===== config.mk =====
export PLATFORM = sky130hd
export DESIGN_NAME = fcv_top
export DESIGN_NICKNAME = d
export VERILOG_FILES = /design/src/fcv_pkg.sv /design/src/fcv_tmr_if.sv /design/src/fcv_dly_tmr.sv /design/src/fcv_top.sv
export SDC_FILE = /design/constraint.sdc
export NUM_CORES = 1
export LEC_CHECK = 0
export BUFFER_PORTS_ARGS = -buffer_cell sky130_fd_sc_hd__buf_2
export CAP_MARGIN = 25
export CORE_MARGIN = 4
export CORE_UTILIZATION = 45
export CTS_BUF_LIST = sky130_fd_sc_hd__clkbuf_4 sky130_fd_sc_hd__clkbuf_8 sky130_fd_sc_hd__clkbuf_16
export DETAILED_ROUTE_END_ITERATION = 12
export PLACE_DENSITY = 0.68
export SKIP_CTS_REPAIR_TIMING = 1
export SYNTH_ARGS = -nofsm -noshare
export SYNTH_HDL_FRONTEND = slang
export SYNTH_SLANG_ARGS = --single-unit

===== constraint.sdc =====
create_clock -name clk -period 4.2 [get_ports clk]
set_input_delay 0.42 -clock clk [delete_from_list [all_inputs] [get_ports clk]]
set_output_delay 0.42 -clock clk [all_outputs]
set_load 0.01 [all_outputs]

===== src/fcv_pkg.sv =====
// fcv_pkg: constants for the channel 1 fuse configuration and drain-source result registers.
// assumes a 10 MHz device clock and a register port fed by the serial interface decoder.
// Notes on behaviour
// - result ready bit 10 is set by a new conversion, cleared by a read
// - bits 9..0 show the latest 10-bit drain-source conversion, read only
// - cool-down bits 15..14: indefinite, 0.8 s, 2.0 s, 4.0 s
// - cool-down code zero keeps the channel off until the host writes a timed cool-down code
// - delay bits 10..9 select 0.2, 0.4, 1.0 or 2.0 ms
// - timer starts over threshold; shutdown only if over for whole delay
// - threshold bits 8..7 select one of four current levels
// - trip energy bits 6..3 and nominal current bits 2..0 held and exported
// - writes to trip energy and nominal current ignored during cool-down
`default_nettype none
package fcv_pkg;
    localparam logic [7:0]  FCV_ADDR_RESULT  = 8'h14;
    localparam logic [7:0]  FCV_ADDR_CONFIG  = 8'h15;
    localparam logic [15:0] FCV_CONFIG_RESET = 16'h0000;
    localparam logic [4:0]  FCV_RESULT_RSVD  = 5'h1F;
    localparam int FCV_READY_BIT  = 10;
    localparam int FCV_CLDN_LSB   = 14;
    localparam int FCV_DLY_LSB    = 9;
    localparam int FCV_THR_LSB    = 7;
    localparam int FCV_TRIP_LSB   = 3;
    localparam int FCV_NOM_LSB    = 0;
    localparam int FCV_CLK_HZ     = 10_000_000;
    // times in microseconds
    localparam int FCV_DLY0_US    = 200;
    localparam int FCV_DLY1_US    = 400;
    localparam int FCV_DLY2_US    = 1000;
    localparam int FCV_DLY3_US    = 2000;
    localparam int FCV_DLY0_CYC   = FCV_DLY0_US * (FCV_CLK_HZ / 1_000_000);
    localparam int FCV_DLY1_CYC   = FCV_DLY1_US * (FCV_CLK_HZ / 1_000_000);
    localparam int FCV_DLY2_CYC   = FCV_DLY2_US * (FCV_CLK_HZ / 1_000_000);
    localparam int FCV_DLY3_CYC   = FCV_DLY3_US * (FCV_CLK_HZ / 1_000_000);
    // times in milliseconds
    localparam int FCV_CLDN1_MS   = 800;
    localparam int FCV_CLDN2_MS   = 2000;
    localparam int FCV_CLDN3_MS   = 4000;
    localparam int FCV_CLDN1_CYC  = FCV_CLDN1_MS * (FCV_CLK_HZ / 1000);
    localparam int FCV_CLDN2_CYC  = FCV_CLDN2_MS * (FCV_CLK_HZ / 1000);
    localparam int FCV_CLDN3_CYC  = FCV_CLDN3_MS * (FCV_CLK_HZ / 1000);

    typedef enum logic [1:0] {
        FCV_ON    = 2'b00,
        FCV_COOL  = 2'b01,
        FCV_HOLD  = 2'b10
    } fcv_state_t;
endpackage
`default_nettype wire


===== src/fcv_tmr_if.sv =====
// fcv_tmr_if: delay timer request and result between top and timer module.
// assumes both ends on the same clock.
`timescale 1ns/1ps
`default_nettype none
interface fcv_tmr_if;
    logic        over;
    logic [1:0]  sel;
    logic        trip;
    modport ctrl (output over, output sel, input trip);
    modport tmr  (input over, input sel, output trip);
endinterface
`default_nettype wire


===== src/fcv_dly_tmr.sv =====
// fcv_dly_tmr: continuous over-threshold delay timer.
// assumes over is already synchronised to clk.
`timescale 1ns/1ps
`default_nettype none
module fcv_dly_tmr
(
    // clock and reset
    input  wire logic clk,
    input  wire logic nrst,
    // timer port
    fcv_tmr_if.tmr    t
);
    logic [14:0] cnt_q;
    logic [14:0] lim;

    assign lim = (t.sel == 2'h0) ? 15'(fcv_pkg::FCV_DLY0_CYC) :
                 (t.sel == 2'h1) ? 15'(fcv_pkg::FCV_DLY1_CYC) :
                 (t.sel == 2'h2) ? 15'(fcv_pkg::FCV_DLY2_CYC) :
                                   15'(fcv_pkg::FCV_DLY3_CYC);
    // saturates at the limit so trip stays high while over persists
    assign t.trip = t.over && (cnt_q == lim);

    always_ff @(posedge clk)
    begin
        if (!nrst || !t.over)
            cnt_q <= 15'h0000;
        else if (cnt_q < lim)
            cnt_q <= cnt_q + 15'h0001;
    end

    AST_TRIP_NEEDS_RUN: assert property (@(posedge clk) disable iff (!nrst)
        t.trip |-> $past(t.over) && t.over)
        else $error("trip without continuous over-threshold");
    AST_CLEAR_ON_DROP: assert property (@(posedge clk) disable iff (!nrst)
        !t.over |=> cnt_q == 15'h0000)
        else $error("timer not cleared when current dropped");
endmodule // fcv_dly_tmr
`default_nettype wire


===== src/fcv_top.sv =====
// fcv_top: channel 1 fuse protection config register and drain-source result register.
// assumes the serial decoder gives one-cycle rd/wr strobes with an 8-bit address.
`timescale 1ns/1ps
`default_nettype none
module fcv_top
#(
    parameter int CLDN1_CYC = fcv_pkg::FCV_CLDN1_CYC,
    parameter int CLDN2_CYC = fcv_pkg::FCV_CLDN2_CYC,
    parameter int CLDN3_CYC = fcv_pkg::FCV_CLDN3_CYC
)
(
    // clock and reset
    input  wire logic        clk,
    input  wire logic        nrst,
    // register port from serial decoder
    input  wire logic [7:0]  reg_addr,
    input  wire logic        reg_wr,
    input  wire logic        reg_rd,
    input  wire logic [15:0] reg_wdata,
    output logic      [15:0] reg_rdata,
    // converter result, same clock
    input  wire logic [9:0]  conv_value,
    input  wire logic        conv_valid,
    // analog front end
    input  wire logic        over_threshold,
    input  wire logic        fuse_shutdown,
    // controls to channel logic
    output logic [1:0]       delayed_shutdown_threshold_select,
    output logic [3:0]       trip_energy_select,
    output logic [2:0]       nominal_current_select,
    output logic             delayed_shutdown_trip,
    output logic             channel_enable_allowed,
    output logic             in_cooldown
);
    logic [15:0]     cfg_q;
    logic [9:0]      val_q;
    logic            rdy_q;
    logic            ov_s1_q;
    logic            ov_s2_q;
    logic [25:0]     cool_q;
    fcv_pkg::fcv_state_t st_q;
    fcv_tmr_if       tif ();

    // one address compare shared by the strobes and the read mux
    function automatic logic fcv_hit(input logic [7:0] a, input logic [7:0] r);
        return a == r;
    endfunction

    wire             hit_cfg  = fcv_hit(reg_addr, fcv_pkg::FCV_ADDR_CONFIG);
    wire             hit_res  = fcv_hit(reg_addr, fcv_pkg::FCV_ADDR_RESULT);
    wire             wr_cfg   = reg_wr && hit_cfg;
    wire             rd_res   = reg_rd && hit_res;
    wire [1:0]       cldn_sel = cfg_q[fcv_pkg::FCV_CLDN_LSB +: 2];
    wire             cooling  = (st_q != fcv_pkg::FCV_ON);
    wire [25:0]      cool_lim = (cldn_sel == 2'h1) ? 26'(CLDN1_CYC) :
                                (cldn_sel == 2'h2) ? 26'(CLDN2_CYC) :
                                                     26'(CLDN3_CYC);
    // trip and nominal fields frozen while cooling down
    wire [6:0]       low_keep = cooling ? cfg_q[6:0] : reg_wdata[6:0];
    wire [15:0]      cfg_d    = {reg_wdata[15:7], low_keep};
    wire [15:0]      res_word = {fcv_pkg::FCV_RESULT_RSVD, rdy_q, val_q};
    wire             shut_ev  = fuse_shutdown || tif.trip;

    assign tif.over = ov_s2_q;
    assign tif.sel  = cfg_q[fcv_pkg::FCV_DLY_LSB +: 2];
    assign delayed_shutdown_threshold_select = cfg_q[fcv_pkg::FCV_THR_LSB +: 2];
    assign trip_energy_select     = cfg_q[fcv_pkg::FCV_TRIP_LSB +: 4];
    assign nominal_current_select = cfg_q[fcv_pkg::FCV_NOM_LSB +: 3];
    assign delayed_shutdown_trip  = tif.trip;
    assign channel_enable_allowed = !cooling;
    assign in_cooldown            = cooling;
    assign reg_rdata = hit_cfg ? cfg_q :
                       hit_res ? res_word : 16'h0000;

    fcv_dly_tmr u_tmr
    (
        .clk  (clk),
        .nrst (nrst),
        .t    (tif)
    );

    always_ff @(posedge clk)
    begin
        ov_s1_q <= nrst & over_threshold;
        ov_s2_q <= nrst & ov_s1_q;
    end

    always_ff @(posedge clk)
    begin
        if (!nrst)
            cfg_q <= fcv_pkg::FCV_CONFIG_RESET;
        else if (wr_cfg)
            cfg_q <= cfg_d;
    end

    // new result wins over a clearing read in the same cycle
    always_ff @(posedge clk)
    begin
        if (!nrst)
        begin
            val_q <= 10'h000;
            rdy_q <= 1'b0;
        end
        else if (conv_valid)
        begin
            val_q <= conv_value;
            rdy_q <= 1'b1;
        end
        else if (rd_res)
            rdy_q <= 1'b0;
    end

    always_ff @(posedge clk)
    begin
        if (!nrst)
        begin
            st_q   <= fcv_pkg::FCV_ON;
            cool_q <= 26'h0000000;
        end
        else
        begin
            case (st_q)
                fcv_pkg::FCV_ON:
                    if (shut_ev)
                    begin
                        cool_q <= 26'h0000000;
                        st_q   <= (cldn_sel == 2'h0) ? fcv_pkg::FCV_HOLD : fcv_pkg::FCV_COOL;
                    end
                fcv_pkg::FCV_COOL:
                    if (cool_q >= cool_lim - 26'h0000001)
                        st_q <= fcv_pkg::FCV_ON;
                    else
                        cool_q <= cool_q + 26'h0000001;
                fcv_pkg::FCV_HOLD:
                    // host must write a timed code before any retry
                    if (wr_cfg && reg_wdata[fcv_pkg::FCV_CLDN_LSB +: 2] != 2'h0)
                    begin
                        cool_q <= 26'h0000000;
                        st_q   <= fcv_pkg::FCV_COOL;
                    end
                default:
                    st_q <= fcv_pkg::FCV_ON;
            endcase
        end
    end

    // result register
    AST_READY_SET: assert property (@(posedge clk) disable iff (!nrst)
        conv_valid |=> rdy_q && val_q == $past(conv_value))
        else $error("ready flag or value not updated by conversion");
    AST_READY_CLEAR: assert property (@(posedge clk) disable iff (!nrst)
        rd_res && !conv_valid |=> !rdy_q)
        else $error("ready flag not cleared by read");
    AST_READY_KEEP: assert property (@(posedge clk) disable iff (!nrst)
        !conv_valid && !rd_res |=> rdy_q == $past(rdy_q))
        else $error("ready flag changed with no event");
    AST_VALUE_KEEP: assert property (@(posedge clk) disable iff (!nrst)
        !conv_valid |=> val_q == $past(val_q))
        else $error("result value changed with no conversion");
    AST_RESULT_WORD: assert property (@(posedge clk) disable iff (!nrst)
        hit_res |-> reg_rdata == {fcv_pkg::FCV_RESULT_RSVD, rdy_q, val_q})
        else $error("result word mismatch");
    AST_UNMAPPED_ZERO: assert property (@(posedge clk) disable iff (!nrst)
        !hit_res && !hit_cfg |-> reg_rdata == 16'h0000)
        else $error("unmapped address read nonzero");
    AST_RESULT_RO: assert property (@(posedge clk) disable iff (!nrst)
        reg_wr && !reg_rd && hit_res && !conv_valid
        |=> val_q == $past(val_q) && rdy_q == $past(rdy_q))
        else $error("write changed the read-only result");

    // configuration register
    AST_WRITE_TAKES: assert property (@(posedge clk) disable iff (!nrst)
        wr_cfg && !cooling |=> cfg_q == $past(reg_wdata))
        else $error("config write lost");
    AST_CFG_KEEP: assert property (@(posedge clk) disable iff (!nrst)
        !wr_cfg |=> cfg_q == $past(cfg_q))
        else $error("config changed without a write");
    AST_LOCK_LOW: assert property (@(posedge clk) disable iff (!nrst)
        wr_cfg && cooling |=> cfg_q[6:0] == $past(cfg_q[6:0]))
        else $error("trip or nominal changed during cool-down");
    AST_LOCK_HIGH: assert property (@(posedge clk) disable iff (!nrst)
        wr_cfg && cooling |=> cfg_q[15:7] == $past(reg_wdata[15:7]))
        else $error("upper config bits not written during cool-down");

    // shutdown and cool-down sequencing
    AST_TRIP_SHUTS: assert property (@(posedge clk) disable iff (!nrst)
        st_q == fcv_pkg::FCV_ON && tif.trip |=> cooling)
        else $error("delayed trip did not shut channel");
    AST_CODE0_HOLD: assert property (@(posedge clk) disable iff (!nrst)
        st_q == fcv_pkg::FCV_ON && shut_ev && cldn_sel == 2'h0
        |=> st_q == fcv_pkg::FCV_HOLD && !channel_enable_allowed)
        else $error("code zero shutdown did not latch off");
    AST_HOLD_STAYS: assert property (@(posedge clk) disable iff (!nrst)
        st_q == fcv_pkg::FCV_HOLD && !wr_cfg |=> st_q == fcv_pkg::FCV_HOLD)
        else $error("indefinite cool-down left without host write");
    AST_HOLD_RETRY: assert property (@(posedge clk) disable iff (!nrst)
        st_q == fcv_pkg::FCV_HOLD && wr_cfg && reg_wdata[fcv_pkg::FCV_CLDN_LSB +: 2] != 2'h0
        |=> st_q == fcv_pkg::FCV_COOL && cool_q == 26'h0000000)
        else $error("timed code did not start cool-down from hold");
    AST_TIMED_SHUT: assert property (@(posedge clk) disable iff (!nrst)
        st_q == fcv_pkg::FCV_ON && shut_ev && cldn_sel != 2'h0
        |=> st_q == fcv_pkg::FCV_COOL && cool_q == 26'h0000000)
        else $error("timed shutdown did not start cool-down");
    AST_COOL_STAYS: assert property (@(posedge clk) disable iff (!nrst)
        st_q == fcv_pkg::FCV_COOL && cool_q < cool_lim - 26'h0000001 |=> cooling)
        else $error("cool-down ended early");
    AST_COOL_ENDS: assert property (@(posedge clk) disable iff (!nrst)
        st_q == fcv_pkg::FCV_COOL && cool_q >= cool_lim - 26'h0000001
        |=> st_q == fcv_pkg::FCV_ON && channel_enable_allowed)
        else $error("cool-down did not end at its limit");

    // main scenarios
    COV_RETRY: cover property (@(posedge clk) disable iff (!nrst)
        st_q == fcv_pkg::FCV_COOL ##1 st_q == fcv_pkg::FCV_ON);
    COV_HOLD: cover property (@(posedge clk) disable iff (!nrst)
        st_q == fcv_pkg::FCV_HOLD ##1 st_q == fcv_pkg::FCV_COOL);
    COV_RACE: cover property (@(posedge clk) disable iff (!nrst) conv_valid && rd_res);
    COV_TRIP: cover property (@(posedge clk) disable iff (!nrst)
        st_q == fcv_pkg::FCV_ON && tif.trip);
    COV_LOCKED_WRITE: cover property (@(posedge clk) disable iff (!nrst)
        wr_cfg && cooling);
endmodule // fcv_top
`default_nettype wire


Word level (Yosys, flattened, before mapping)
Cells that the tools add are included.
{"block": "classes", "order_cmp": 2, "n_mux": 18, "bitwise": 3, "eq_ne": 13, "addsub": 3, "reduce_logical": 19}
{"operator": "$mux 26", "n": 5}
{"operator": "$pmux 26 s3", "n": 1}
{"operator": "$mux 15", "n": 3}
{"operator": "$mux 16", "n": 2}
{"operator": "$add 26x1->26 const B", "n": 1}
{"operator": "$ge 26x26->1", "n": 1}
{"operator": "$sub 26x1->26 const B", "n": 1}
{"operator": "$eq 8x5->1 const B", "n": 2}
{"operator": "$add 15x1->15 const B", "n": 1}
{"operator": "$eq 15x15->1", "n": 1}
{"operator": "$lt 15x15->1", "n": 1}
{"operator": "$mux 2", "n": 4}
{"operator": "$ne 2x2->1 const B", "n": 4}
{"operator": "$eq 2x1->1 const B", "n": 3}
{"operator": "$eq 2x2->1 const B", "n": 3}
{"operator": "$logic_not 2->1", "n": 3}
{"operator": "$pmux 2 s3", "n": 1}
{"operator": "$reduce_bool 2->1", "n": 3}
{"operator": "$logic_and 1x1->1", "n": 4}
{"operator": "$reduce_and 4->1", "n": 1}
{"operator": "$logic_not 1->1", "n": 3}
{"operator": "$reduce_and 3->1", "n": 1}
{"operator": "$reduce_bool 3->1", "n": 1}
{"operator": "$and 1x1->1", "n": 2}
{"operator": "other kinds (4)", "n": 6}
{"block": "totals", "register_bits": 72, "wordCells": 67, "out_inout_bits": 28, "inputBits": 41}

Logic depth before layout (Yosys ltp)
{"block": "depth", "depth_word": 9, "mapped_depth": 11, "depth_no_buf": 10}

Modules after synthesis
A second synthesis with hierarchy kept.
{"block": "hier_totals", "cells_unflattened": 531, "area_unflattened_um2": 4556.9}
{"module": "fcv_top", "seq_area_each_um2": 1141.1, "instances": 1, "area_each_um2": 3530.9, "cells_per_inst": 408}
{"module": "fcv_dly_tmr", "seq_area_each_um2": 300.3, "instances": 1, "area_each_um2": 1026.0, "cells_per_inst": 123}

Worst setup path after synthesis
Ideal clock, no wire load.
{"block": "synth_timing", "path_type": "reg-to-reg", "startpoint": "register cfg_q[14]", "endpoint": "register cool_q[14]", "arrival_ns": 2.617, "synth_period_minus_slack_ns": 2.737, "slack_ns": 1.463, "setup_time_ns": 0.120, "path_stages_with_launch": 12, "t_required_ns": 4.080, "n_path_buf": 1, "cell_sequence": "dfxtp_1 inv_1 ha_1 inv_1 ha_1 ha_1 nor4b_1 o311ai_1 a31oi_1 o21a_1 buf_6 a211o_1"}
{"block": "synth_between", "elab_chain_len": 7, "elab_cells_between_ends": 8, "cone_classes": "add/sub (1); order compare (1); eq/ne (3); mux (2); reduce/logical (1)"}
{"element": "start: declaration", "line_no": "fcv_top.sv:35", "rtl": "logic [15:0] cfg_q;"}
{"element": "start signal: assignment", "line_no": "fcv_top.sv:91", "rtl": "cfg_q <= fcv_pkg::FCV_CONFIG_RESET;"}
{"element": "start signal: assignment", "line_no": "fcv_top.sv:93", "rtl": "cfg_q <= cfg_d;"}
{"element": "$eq 2x2->1", "line_no": "fcv_top.sv:56", "rtl": "(cldn_sel == 2'h2) ? 26'(CLDN2_CYC) :"}
{"element": "$mux 26", "line_no": "fcv_top.sv:56"}
{"element": "$mux 26 (*)", "line_no": "fcv_top.sv:55", "rtl": "wire [25:0] cool_lim = (cldn_sel == 2'h1) ? 26'(CLDN1_CYC) :"}
{"element": "$sub 26x1->26 (*)", "line_no": "fcv_top.sv:130", "rtl": "if (cool_q >= cool_lim - 26'h0000001)"}
{"element": "$ge 26x26->1 (*)", "line_no": "fcv_top.sv:130"}
{"element": "$ne 2x2->1 (no source line) (*)"}
{"element": "$reduce_and 4->1 (no source line) (*)"}
{"element": "end signal: assignment", "line_no": "fcv_top.sv:133", "rtl": "cool_q <= cool_q + 26'h0000001;"}
{"element": "end: declaration", "line_no": "fcv_top.sv:40", "rtl": "logic [25:0] cool_q;"}
Mark *: on every way between the ends. The rest lies on a longest branch, timed or not.
A chain may end at the register's enable or synchronous reset.

Final worst setup path
{"block": "layout_timing", "startpoint": "register cfg_q[14]", "endpoint": "register cool_q[21]"}
The elaborated chain is that of the path after synthesis.

==> results.py <==
metrics = {
    "sta": {
        "slew_viol_final": 0,
        "fmax_mhz": 296.7,
        "fin_tns_setup_ns": 0,
        "skew_ns": 0.01303,
        "period_needed_ns": 3.371,
        "tightest_slew_ns": 0.7647,
        "maxSlewHeadroom": 0.4902,
        "rsz0062_at_grt": "false",
        "setup_viol": 0,
        "whs_ns": 0.2775,
        "finalCritPeriodShare": 0.8025,
        "hold_viol_final": 0,
    },
    "clock_network": {
        "htree_levels": 3,
        "cts_tree": "done",
        "cts.path.max_buffers": 2,
        "clkTransAtPathRegs_ns": 0.07,
        "cts_sinks": 72,
        "clockRootBuffer": "clkbuf_8",
        "cts_buffers": 9,
        "clk-insertion-delay-late_ns": 0.36,
    },
    "power": {
        "power_mw": 1.429,
        "power_frac_clock": 0.390,
        "p_seq_frac": 0.516,
        "power.density_nw_per_um2": 304.0,
        "p_sw_frac": 0.2631,
        "internal_power_mw": 1.053,
        "ir_drop_uv": 224.2,
        "power_leakage_nw": 2.093,
        "power.switching_mw": 0.3758,
        "combinationalPowerShare": 0.094,
    },
    "floorplanning": {
        "fp.dieW_um": 104.2,
        "die-area_um2": 10850,
        "start_util": 0.4704,
        "num_io_pins": 69,
        "die-height_um": 104.2,
        "core_um2": 8848,
        "placementRows": 34,
    },
    "grt": {
        "grt_pass1_wl_mm": 16.78,
        "grt_pass1_vias": 3600,
        "grt_use_total": 0.1831,
        "grt_antenna_before_repair": 0,
        "overflow": 0,
        "grt_max_degree": 33,
    },
    "setup_path": {
        "arrival_ns": 3.66,
        "end_kind": "flip-flop",
        "worstSetupStartpointType": "flip-flop",
        "r2r_slack_ns": 0.83,
        "critical_path_class": "flip-flop to flip-flop",
        "crit_required_ns": 4.49,
        "crit_fanout": 26,
    },
    "drt": {
        "ant_nets": 0,
        "drc": 0,
        "dr_total_vias": 3650,
        "routed_via_density": 5.590,
        "drtIter0Drc": 230,
        "routedWlPerCell_um": 14.70,
        "wirelength_mm": 9.598,
        "firstDrtPassIters": 4,
    },
    "logic_synthesis": {
        "async_reset_ff_frac": 0,
        "synth-seq-cells": 72,
        "synth_edf_count": 0,
        "ys.flop_type": "dfxtp_1",
        "ys_seq_area_frac": 0.3463,
        "synth-warning-count": 0,
        "syn_avg_cell_area_um2": 8.548,
        "synth_area_um2": 4163,
        "syn_inst": 487,
        "yosys.cell_types.count": 56,
    },
    "job": {
        "max_cap_violations": 0,
    },
    "worst_hold_path": {
        "worstHoldPathType": "input port to flip-flop",
    },
    "layout": {
        "fin_nets": 613,
        "drive_gt1_frac": 0.1835,
        "areaGrowthSynthToFinish_pct": 12.89,
        "antenna_cells": 0,
        "fin_util": 0.5311,
    },
    "placement": {
        "numPortBuffers": 68,
        "place.gp.congestion": 0.8344,
        "dp_hpwl_mm": 7.048,
    },
    "run_status": {
        "run_status": "finished, final reports clean",
    },
}
## cell usage after synthesis (2+ instances only)
cell | n | area [µm²]
buf_4 | 9 | 67.56
o211a_1 | 2 | 20.02
and2_1 | 7 | 43.79
ha_1 | 32 | 400.4
or2_2 | 2 | 12.51
clkbuf_1 | 12 | 45.04
dfxtp_1 | 72 | 1441
o31ai_1 | 12 | 90.09
buf_2 | 5 | 25.02
and4_1 | 4 | 35.03
a211oi_1 | 5 | 37.54
nor3_1 | 14 | 70.07
xnor2_1 | 3 | 26.28
nand3_1 | 19 | 95.09
nor4_1 | 3 | 18.77
conb_1 | 2 | 7.510
a21bo_2 | 3 | 30.03
buf_1 | 2 | 7.510
inv_2 | 2 | 7.510
nand4_1 | 12 | 75.07
inv_1 | 22 | 82.58
or3_1 | 3 | 18.77
nor2_1 | 73 | 274.0
nand4b_1 | 2 | 17.52
nand2_1 | 31 | 116.4
and3_1 | 9 | 56.30
xor2_1 | 13 | 113.9
o21a_1 | 2 | 15.01
o211ai_1 | 2 | 15.01
a21o_1 | 2 | 15.01
o22a_1 | 16 | 140.1
o21ai_0 | 14 | 70.07
a31oi_1 | 5 | 31.28
a21oi_1 | 13 | 65.06
mux2i_1 | 37 | 370.4
## through the flow
stage | cell area [µm²] | setup slack, ns | instances
global route | 4700 | 0.5707 | 653
finish | 4700 | 0.8295 | 653
detailed placement | 4498 | 0.8816 | 637
global placement | 4493 | 1.069 | 636
floorplan | 4167 | 1.463 | 488
CTS | 4700 | 0.8542 | 653
## final timing paths
path	startpoint	endpoint	cells past startpoint
worst max-delay path	cfg_q[14]	cool_q[21]	10
worst min-delay path	over_threshold	ov_s1_q	2
worst max register to register	cfg_q[14]	cool_q[21]	10
worst min register to register	ov_s1_q	ov_s2_q	1
## cell type report
type | count | area (µm²)
fillers | 829 | 4149
clock inverters | 6 | 70.07
flip-flops and latches | 72 | 1441
inverters | 24 | 90.09
well taps | 108 | 135.1
clock buffers | 10 | 131.4
repair buffers | 70 | 352.8
multi-input cells | 363 | 2479
## routing by layer
layer  share of wire  global-route usage
met2            0.46              0.2957
met5               0                   0
met3           0.073             0.05400
met1            0.46              0.2361
met4          0.0065             0.05508
## worst max-delay path: stages, from the launching register on
cell and delay [ns]:
dfxtp_1 0.34, inv_1 0.14, ha_1 0.30, inv_1 0.07, ha_1 0.28, ha_1 0.28
nor4b_1 0.15, o311ai_1 0.51, nand3_2 0.59, nor4_1 0.46, o22a_1 0.18
## registers in the layout, indices dropped and copies added (netlist names)
register     cells
cfg_q           16
cool_q          26
ov_s1_q          1
ov_s2_q          1
rdy_q            1
st_q             2
u_tmr.cnt_q     15
val_q           10
## cells by family after synthesis
kind of cell    synth area share
compound gates            0.1554
xor+xnor                 0.03367
fa+ha+maj                0.09618
buf+inv                  0.05921
flops                     0.3463
mux                      0.08897
other cells             0.001804
simple gates              0.2185
## power groups by stage
stage / registers (mW) / clock network (mW) / logic (mW)
after floorplan: 0.742 / 0 / 0.0969
after global placement: 0.752 / 0 / 0.131
after detailed placement: 0.753 / 0 / 0.134
after CTS: 0.737 / 0.571 / 0.135
after global routing: 0.741 / 0.608 / 0.150
final: 0.737 / 0.557 / 0.134
## cells in the final DEF, fill, tap and decap left out, types with 12 or more instances in the layout
master,synthesis,routed
nor3_1,14,14
xor2_1,13,13
dfxtp_1,72,72
o22a_1,16,16
mux2i_1,37,37
a21oi_1,13,13
nand2_1,31,31
ha_1,32,32
nand4_1,12,12
nor2_1,73,73
o21ai_0,14,14
inv_1,22,22
buf_2,5,69
o31ai_1,12,12
nand3_1,19,19
Power figures use the tool's default switching activity.
